$ cat src/design/hub_port_pkg.sv
// Purpose: Shared constants and types for the hub downstream port control.
// Assumes: Four downstream ports, registers of up to 8 bits in 32-bit bus words.
// Notes:   Offsets are byte addresses on the register bus.
package hub_port_pkg;
  localparam int          NUM_PORTS      = 4;
  localparam int          ADDR_W         = 5;
  localparam logic [4:0]  OFS_SPEED      = 5'h00;
  localparam logic [4:0]  OFS_ENABLE     = 5'h04;
  localparam logic [4:0]  OFS_FORCE_CTL  = 5'h08;
  localparam logic [4:0]  OFS_FORCE_LOW  = 5'h0c;
  localparam logic [4:0]  OFS_SE0_STATUS = 5'h10;
  localparam logic [4:0]  OFS_PORT_DATA  = 5'h14;
  localparam logic [7:0]  RESET_REG8     = 8'h00;
  localparam logic [3:0]  RESET_REG4     = 4'h0;
  localparam logic [31:0] READ_UNMAPPED  = 32'h0000_0000;
  // Force field codes, two bits per port.
  localparam logic [1:0]  FORCE_NONE     = 2'h0;
  localparam logic [1:0]  FORCE_DIFF1    = 2'h1;
  localparam logic [1:0]  FORCE_DIFF0    = 2'h2;
  localparam logic [1:0]  FORCE_SE0      = 2'h3;
  // Force-low bit of a port's D+ and D- within the force-low register.
  localparam int          FLOW_DP_OFS    = 1;
  localparam int          FLOW_DM_OFS    = 0;

  typedef struct packed {
    logic [NUM_PORTS-1:0] dPlus;
    logic [NUM_PORTS-1:0] dMinus;
  } linePair_type;
endpackage : hub_port_pkg

$ cat src/design/hub_downstream_port_control.sv
// Purpose: Enable, force and sense logic for four hub downstream ports.
// Assumes: Avalon-MM slave with waitrequest; eof2Tick is a one-cycle pulse
//          from the frame timer on clk; line inputs come from the pins.
// Notes:   Registers hold up to 8 bits in byte lane 0; upper bits read as zero.
// Summary of operation
// - Enables cleared on chip and bus reset.
// - Babble clears that port's enable bit.
// - Babble: non-idle line or connectivity at EOF2.
// - Two-bit force field: normal, differential 1, differential 0, SE0.
// - Force field cleared on reset and bus reset.
// - Forced pins use edge rate of port speed.
// - Per-pin force-low bits, no edge rate control.
// - Force-low still applied during suspend.
// - Data register shows differential state only.
// - SE0 sets status, data holds last state.
// - SE0 status and data cleared on resets.
// - Unused port pins usable as general I/O.
// - Speed bit one means low speed.
// - Enable bit one lets repeater traffic through.
`timescale 1ns/1ns
module hub_downstream_port_control
  import hub_port_pkg::*;
(
  input  wire logic               clk,
  input  wire logic               rst,
  input  wire logic               busReset,
  input  wire logic               eof2Tick,
  input  wire logic [NUM_PORTS-1:0] upstreamLinked,
  input  wire linePair_type       lineIn,
  input  wire logic [ADDR_W-1:0]  address,
  input  wire logic               read,
  input  wire logic               write,
  input  wire logic [31:0]        writedata,
  input  wire logic [3:0]         byteenable,
  output logic [31:0]             readdata,
  output logic                    waitrequest,
  output linePair_type            lineOut,
  output linePair_type            lineOe,
  output linePair_type            edgeRateOn,
  output logic [NUM_PORTS-1:0]    lowSpeedEdge,
  output logic [NUM_PORTS-1:0]    portEnabled
);

  logic [3:0]   speed_reg;
  logic [3:0]   enable_reg;
  logic [7:0]   forceCtl_reg;
  logic [7:0]   forceLow_reg;
  logic [3:0]   se0Status_reg;
  logic [3:0]   portData_reg;
  logic [31:0]  readdata_reg;
  logic         waitrequest_reg;
  linePair_type sync1_reg;
  linePair_type sync2_reg;
  linePair_type sync3_reg;
  linePair_type stable_reg;
  linePair_type lineOut_reg;
  linePair_type lineOe_reg;
  linePair_type edgeRate_reg;
  logic [3:0]   lowSpeed_reg;
  logic [3:0]   babble;
  logic [31:0]  readMux;
  logic         wrTake;
  logic         anyReset;

  // The pin stages wake at full-speed J, the idle level at reset, so no
  // false SE0 is sensed while the first samples travel through.
  localparam linePair_type LINE_IDLE = '{dPlus:  {NUM_PORTS{1'b1}},
                                         dMinus: {NUM_PORTS{1'b0}}};

  assign anyReset = rst | busReset;
  // The write lands at the edge where the master sees waitrequest low.
  assign wrTake   = write & ~waitrequest_reg & byteenable[0];

  // Bus handshake: every access is answered one cycle after it is raised.
  always_ff @(posedge clk)
  begin
    if (rst)
      waitrequest_reg <= 1'b1;
    else if ((read | write) & waitrequest_reg)
      waitrequest_reg <= 1'b0;
    else
      waitrequest_reg <= 1'b1;
  end

  always_comb
  begin
    readMux = READ_UNMAPPED;
    case (address)
      OFS_SPEED:      readMux = {28'h0000000, speed_reg};
      OFS_ENABLE:     readMux = {28'h0000000, enable_reg};
      OFS_FORCE_CTL:  readMux = {24'h000000, forceCtl_reg};
      OFS_FORCE_LOW:  readMux = {24'h000000, forceLow_reg};
      OFS_SE0_STATUS: readMux = {28'h0000000, se0Status_reg};
      OFS_PORT_DATA:  readMux = {28'h0000000, portData_reg};
      default:        readMux = READ_UNMAPPED;
    endcase
  end

  always_ff @(posedge clk)
  begin
    if (rst)
      readdata_reg <= READ_UNMAPPED;
    else if (read & waitrequest_reg)
      readdata_reg <= readMux;
  end

  always_ff @(posedge clk)
  begin
    if (anyReset)
      speed_reg <= RESET_REG4;
    else if (wrTake && address == OFS_SPEED)
      speed_reg <= writedata[3:0];
  end

  // Babble clears are applied after a same-cycle firmware write, so a
  // babbling port can never be re-enabled by a racing write.
  always_ff @(posedge clk)
  begin
    if (anyReset)
      enable_reg <= RESET_REG4;
    else if (wrTake && address == OFS_ENABLE)
      enable_reg <= writedata[3:0] & ~babble;
    else
      enable_reg <= enable_reg & ~babble;
  end

  always_ff @(posedge clk)
  begin
    if (anyReset)
      forceCtl_reg <= RESET_REG8;
    else if (wrTake && address == OFS_FORCE_CTL)
      forceCtl_reg <= writedata[7:0];
  end

  // Force-low survives bus reset so pins stay low through suspend.
  always_ff @(posedge clk)
  begin
    if (rst)
      forceLow_reg <= RESET_REG8;
    else if (wrTake && address == OFS_FORCE_LOW)
      forceLow_reg <= writedata[7:0];
  end

  // Three-stage pin synchroniser; stable_reg moves only when the second
  // and third stages agree, filtering single-cycle glitches.
  always_ff @(posedge clk)
  begin
    if (rst)
    begin
      sync1_reg  <= LINE_IDLE;
      sync2_reg  <= LINE_IDLE;
      sync3_reg  <= LINE_IDLE;
      stable_reg <= LINE_IDLE;
    end
    else
    begin
      sync1_reg <= lineIn;
      sync2_reg <= sync1_reg;
      sync3_reg <= sync2_reg;
      if (sync2_reg == sync3_reg)
        stable_reg <= sync3_reg;
    end
  end

  genvar i;
  generate
    for (i = 0; i < NUM_PORTS; i++)
    begin : g_port
      logic       idleJ;
      logic       isSe0;
      logic [1:0] fc;
      logic       flDp;
      logic       flDm;
      assign fc    = forceCtl_reg[2*i+1:2*i];
      assign flDp  = forceLow_reg[2*i+FLOW_DP_OFS];
      assign flDm  = forceLow_reg[2*i+FLOW_DM_OFS];
      assign isSe0 = ~stable_reg.dPlus[i] & ~stable_reg.dMinus[i];
      // Idle is J: D+ high for full speed, D- high for low speed.
      assign idleJ = speed_reg[i]
                   ? (~stable_reg.dPlus[i] & stable_reg.dMinus[i])
                   : (stable_reg.dPlus[i] & ~stable_reg.dMinus[i]);
      assign babble[i] = eof2Tick & enable_reg[i]
                       & (~idleJ | upstreamLinked[i]);

      always_ff @(posedge clk)
      begin
        if (anyReset)
        begin
          se0Status_reg[i] <= 1'b0;
          portData_reg[i]  <= 1'b0;
        end
        else
        begin
          se0Status_reg[i] <= isSe0;
          if (!isSe0)
            portData_reg[i] <= stable_reg.dPlus[i];
        end
      end

      // Force-low wins per pin; it has no edge rate control.
      always_ff @(posedge clk)
      begin
        if (rst)
        begin
          lineOut_reg.dPlus[i]   <= 1'b0;
          lineOut_reg.dMinus[i]  <= 1'b0;
          lineOe_reg.dPlus[i]    <= 1'b0;
          lineOe_reg.dMinus[i]   <= 1'b0;
          edgeRate_reg.dPlus[i]  <= 1'b0;
          edgeRate_reg.dMinus[i] <= 1'b0;
          lowSpeed_reg[i]        <= 1'b0;
        end
        else
        begin
          lowSpeed_reg[i]        <= speed_reg[i];
          lineOe_reg.dPlus[i]    <= flDp | (fc != FORCE_NONE);
          lineOe_reg.dMinus[i]   <= flDm | (fc != FORCE_NONE);
          lineOut_reg.dPlus[i]   <= ~flDp & (fc == FORCE_DIFF1);
          lineOut_reg.dMinus[i]  <= ~flDm & (fc == FORCE_DIFF0);
          edgeRate_reg.dPlus[i]  <= ~flDp & (fc != FORCE_NONE);
          edgeRate_reg.dMinus[i] <= ~flDm & (fc != FORCE_NONE);
        end
      end
    end
  endgenerate

  assign readdata     = readdata_reg;
  assign waitrequest  = waitrequest_reg;
  assign lineOut      = lineOut_reg;
  assign lineOe       = lineOe_reg;
  assign edgeRateOn   = edgeRate_reg;
  assign lowSpeedEdge = lowSpeed_reg;
  assign portEnabled  = enable_reg;

  logic isSe0Port0;
  assign isSe0Port0 = ~stable_reg.dPlus[0] & ~stable_reg.dMinus[0];
endmodule : hub_downstream_port_control

$ cat config.mk
export PLATFORM = sky130hd
export DESIGN_NAME = hub_downstream_port_control
export DESIGN_NICKNAME = d
export VERILOG_FILES = /design/src/design/hub_port_pkg.sv /design/src/design/hub_downstream_port_control.sv
export SDC_FILE = /design/constraint.sdc
export NUM_CORES = 1
export LEC_CHECK = 0
export BUFFER_PORTS_ARGS = -buffer_cell sky130_fd_sc_hd__buf_2
export CAP_MARGIN = 20
export CORE_AREA = 2 2 143 75
export DETAILED_ROUTE_END_ITERATION = 7
export DIE_AREA = 0 0 145 77
export GPL_TIMING_DRIVEN = 0
export PLACE_DENSITY = 0.76
export SLEW_MARGIN = 20
export SYNTH_ARGS = -nofsm -noshare
export SYNTH_HDL_FRONTEND = slang
export SYNTH_SLANG_ARGS = --single-unit
$ cat constraint.sdc
create_clock -name clk -period 2.16 [get_ports clk]
set_clock_uncertainty 0.1 [all_clocks]
set_input_delay 0.216 -clock clk [delete_from_list [all_inputs] [get_ports clk]]
set_output_delay 0.216 -clock clk [all_outputs]
set_load 0.01 [all_outputs]
==> impl_metrics.env <==
export IMPL_routedWlPerCell_um=14.5
export IMPL_groute_layer_met2_usage_pct=25.3
export IMPL_clock_sink_count=101
export IMPL_gp_routability_congestion=0.856
export IMPL_dieWidth_um=145
export IMPL_area_of_the_core_region_um2=9920
export IMPL_placed_cell_area_um2=4510
export IMPL_route_vias_total=3074
export IMPL_final_antenna_violating_net_count=0
export IMPL_fin_crit_sh_pct=86.0
export IMPL_core_rowCount=26
export IMPL_required_ns=2.28
export IMPL_place_port_buffers=70
export IMPL_cts_repair_resize_count=0
export IMPL_timing_slew_headroom_pct=40.7
export IMPL_io_pin_count=124
export IMPL_clock_transition_time_at_the_flip_flop_clock_pins_of_the_worst_setup_and_hold_paths_ns=0.07
export IMPL_inserted_clock_buffers=9
export IMPL_tritoncts="done"
export IMPL_critPathCaptureType="register"
export IMPL_post_cts_setup_buffers=0
export IMPL_drtPass1Iterations=4
export IMPL_mappedNetlistArea_um2=3900
export IMPL_final_max_slew_viols=0
export IMPL_cts_root_buf="sky130_fd_sc_hd__clkbuf_16"
export IMPL_grt_use_met3_pct=6.43
export IMPL_timing_worst_slew_pin_value_ns=0.886
export IMPL_synth_sequential_area_ratio_pct=51.9
export IMPL_global_route_peak_usage_layer="met2"
export IMPL_vias_per_cell=4.74
export IMPL_syn_instance_count=391
export IMPL_antenna_cells=0
export IMPL_worst_path_buf_inv=0
export IMPL_grt_setup_unrepaired="no"
export IMPL_post_route_drc_count=0
export IMPL_final_setup_worst_slack_ns=0.303
export IMPL_cp_slowest_cell="sky130_fd_sc_hd__nor3_4"
export IMPL_power_per_standard_cell_area_nw_per_um2=771
export IMPL_most_common_cell_after_layout_fill_and_taps_aside="sky130_fd_sc_hd__dfxtp_1"
export IMPL_grt_pass1_vias=2850
export IMPL_post_layout_nonfiller_instances=649
export IMPL_floorplan_die_height_um=77
export IMPL_final_core_utilization_pct=49.4
export IMPL_setup_tns_final_ns=0
export IMPL_static_leakage_power_uw=0.00210
export IMPL_dp_worst_setup_slack_ns=0.249
export IMPL_timing_setup_critical_path_class="reg2reg"
export IMPL_grt_antenna_before_repair=0
export IMPL_path_delay_family="simple AND/OR/NAND/NOR gates"
export IMPL_final_report_setup_violation_count=0
export IMPL_fin_crit_ns=1.86
export IMPL_final_design_area_no_fill_um2=4900
export IMPL_syn_avg_cell_area_um2=9.97
export IMPL_timing_limited_maximum_frequency_mhz=538
export IMPL_initialDrtViolationCount=192
export IMPL_post_route_cells_drive_above_1_share_pct=26.5
export IMPL_starting_density_of_the_core_pct=39.3
export IMPL_finalNetCount=563
export IMPL_floorplan_die_area_um2=11200
export IMPL_critical_path_cell_chain="nand3b_1 > nor3_4 > mux2i_1 > nor2_1"
export IMPL_crit_path_start_kind="register"
export IMPL_max_clock_path_buffers=2
export IMPL_met1_usage_pct=23.0
export IMPL_clkLatencyLatePin_ns=0.34
export IMPL_globalRouteTotalUtil_pct=17.2
export IMPL_finalHoldViolCount=0
export IMPL_grt_overflow_total=0
export IMPL_cts_max_level=3
export IMPL_outcome="finished clean"
export IMPL_layout_common_cells="sky130_fd_sc_hd__dfxtp_1 (101), sky130_fd_sc_hd__buf_2 (70), sky130_fd_sc_hd__nor2_1 (58), sky130_fd_sc_hd__mux2i_1 (40), sky130_fd_sc_hd__nor3_1 (25)"
export IMPL_critical_path_max_stage_delay_ns=0.62
export IMPL_arrival_ns=1.97
export IMPL_yosys_register_bits=101
export IMPL_hpwlAfterDp_um=7070
export IMPL_dp_cells=624
export IMPL_grt_first_pass_wirelength_um=14700
export IMPL_syn_to_final_growth_pct=25.7
export IMPL_fillCellCount=918
export IMPL_path_max_fanout=8
export IMPL_ys_warnings_count=0
export IMPL_finalWirelength_um=9430
export IMPL_netlist_cell_type_count=36
export IMPL_timing_max_cap_violations=0
export IMPL_maximum_vdd_drop_mv=0.435
export IMPL_hold_path_class="in2reg"
export IMPL_grt_start_max_net_pins=17
==> path summary, 6_finish.rpt <==
kind	from	depth (start not counted)	endpoint	slack, ns
max reg2reg	waitrequest	4	forceLow_reg[6]	0.30
max	waitrequest	4	forceLow_reg[6]	0.30
min reg2reg	sync1_reg[5]	1	sync2_reg[5]	0.31
min	lineIn[1]	2	sync1_reg[1]	0.004
==> Yosys cell counts, drive strengths merged <==
| cell | instances | area (um2) |
|---|---|---|
| clkbuf | 13 | 50.0 |
| xnor2 | 8 | 70.1 |
| and3b | 1 | 8.76 |
| or3b | 4 | 35.0 |
| or4 | 4 | 35.0 |
| inv | 4 | 15.0 |
| clkinv | 1 | 3.75 |
| nand2b | 1 | 6.26 |
| nand2 | 16 | 60.1 |
| a21boi | 4 | 30.0 |
| or3 | 1 | 11.3 |
| nor4b | 8 | 70.1 |
| nor3 | 27 | 158 |
| nor2 | 58 | 218 |
| nor2b | 16 | 100 |
| or2 | 13 | 81.3 |
| a211oi | 4 | 30.0 |
| a21oi | 12 | 60.1 |
| a2bb2oi | 4 | 35.0 |
| a221oi | 4 | 35.0 |
| mux2i | 40 | 400 |
| dfxtp | 101 | 2020 |
| buf | 29 | 229 |
| a2111o | 1 | 11.3 |
| nand3b | 12 | 90.1 |
| nand4 | 2 | 12.5 |
| o211a | 1 | 10.0 |
| o211ai | 1 | 7.51 |
| conb | 1 | 3.75 |
==> layout make-up <==
cell class                 count  area (um2)  share of cell area [%]
timing repair buffer          79         440                    8.98
clock buffer                  11         243                    4.95
multi-input combinational    266        1670                    34.0
sequential                   101        2020                    41.2
buffer                        42         279                    5.69
tap                          140         175                    3.57
inverter                       5        18.8                   0.383
clock inverter                 5        58.8                    1.20
==> power breakdown <==
| part | switching (uW) | total (uW) | internal (uW) |
|---|---|---|---|
| clock | 687 | 1620 | 934 |
| sequential | 15.7 | 1900 | 1890 |
| combinational | 137 | 253 | 115 |
| total | 840 | 3780 | 2940 |
==> per-stage QoR <==
| stage | hold slack, ns | total power, uW |
|---|---|---|
| after floorplan | 0.220 | 2100 |
| after global placement | 0.294 | 2170 |
| after detailed placement | 0.297 | 2180 |
| after CTS | 0.00381 | 3800 |
| after global routing | 0.0163 | 3920 |
| final | 0.00413 | 3780 |
==> logic make-up after synthesis <==
kind of cell	after synthesis	synth area share (%)
muxes	40	10.3
DFF	101	51.9
AOI/OAI and AO/OA	31	5.62
and+or+nand+nor	163	22.7
buffers and inverters	47	7.64
other	1	0.0962
xor gates and xnor gates	8	1.80
==> layer usage <==
| layer | wire length [um] | up-vias |
|---|---|---|
| met4 | 141 | 0 |
| met3 | 688 | 14 |
| met5 | 0 | - |
| met1 | 4580 | 1458 |
| li1 | - | 1516 |
| met2 | 4010 | 86 |
==> repair_timing <==
item                                    CTS  global route
endpoints found under the setup margin    0             0
hold buffers                              9             0
endpoints found under the hold margin     8             0
Power figures use the tool's default switching activity.
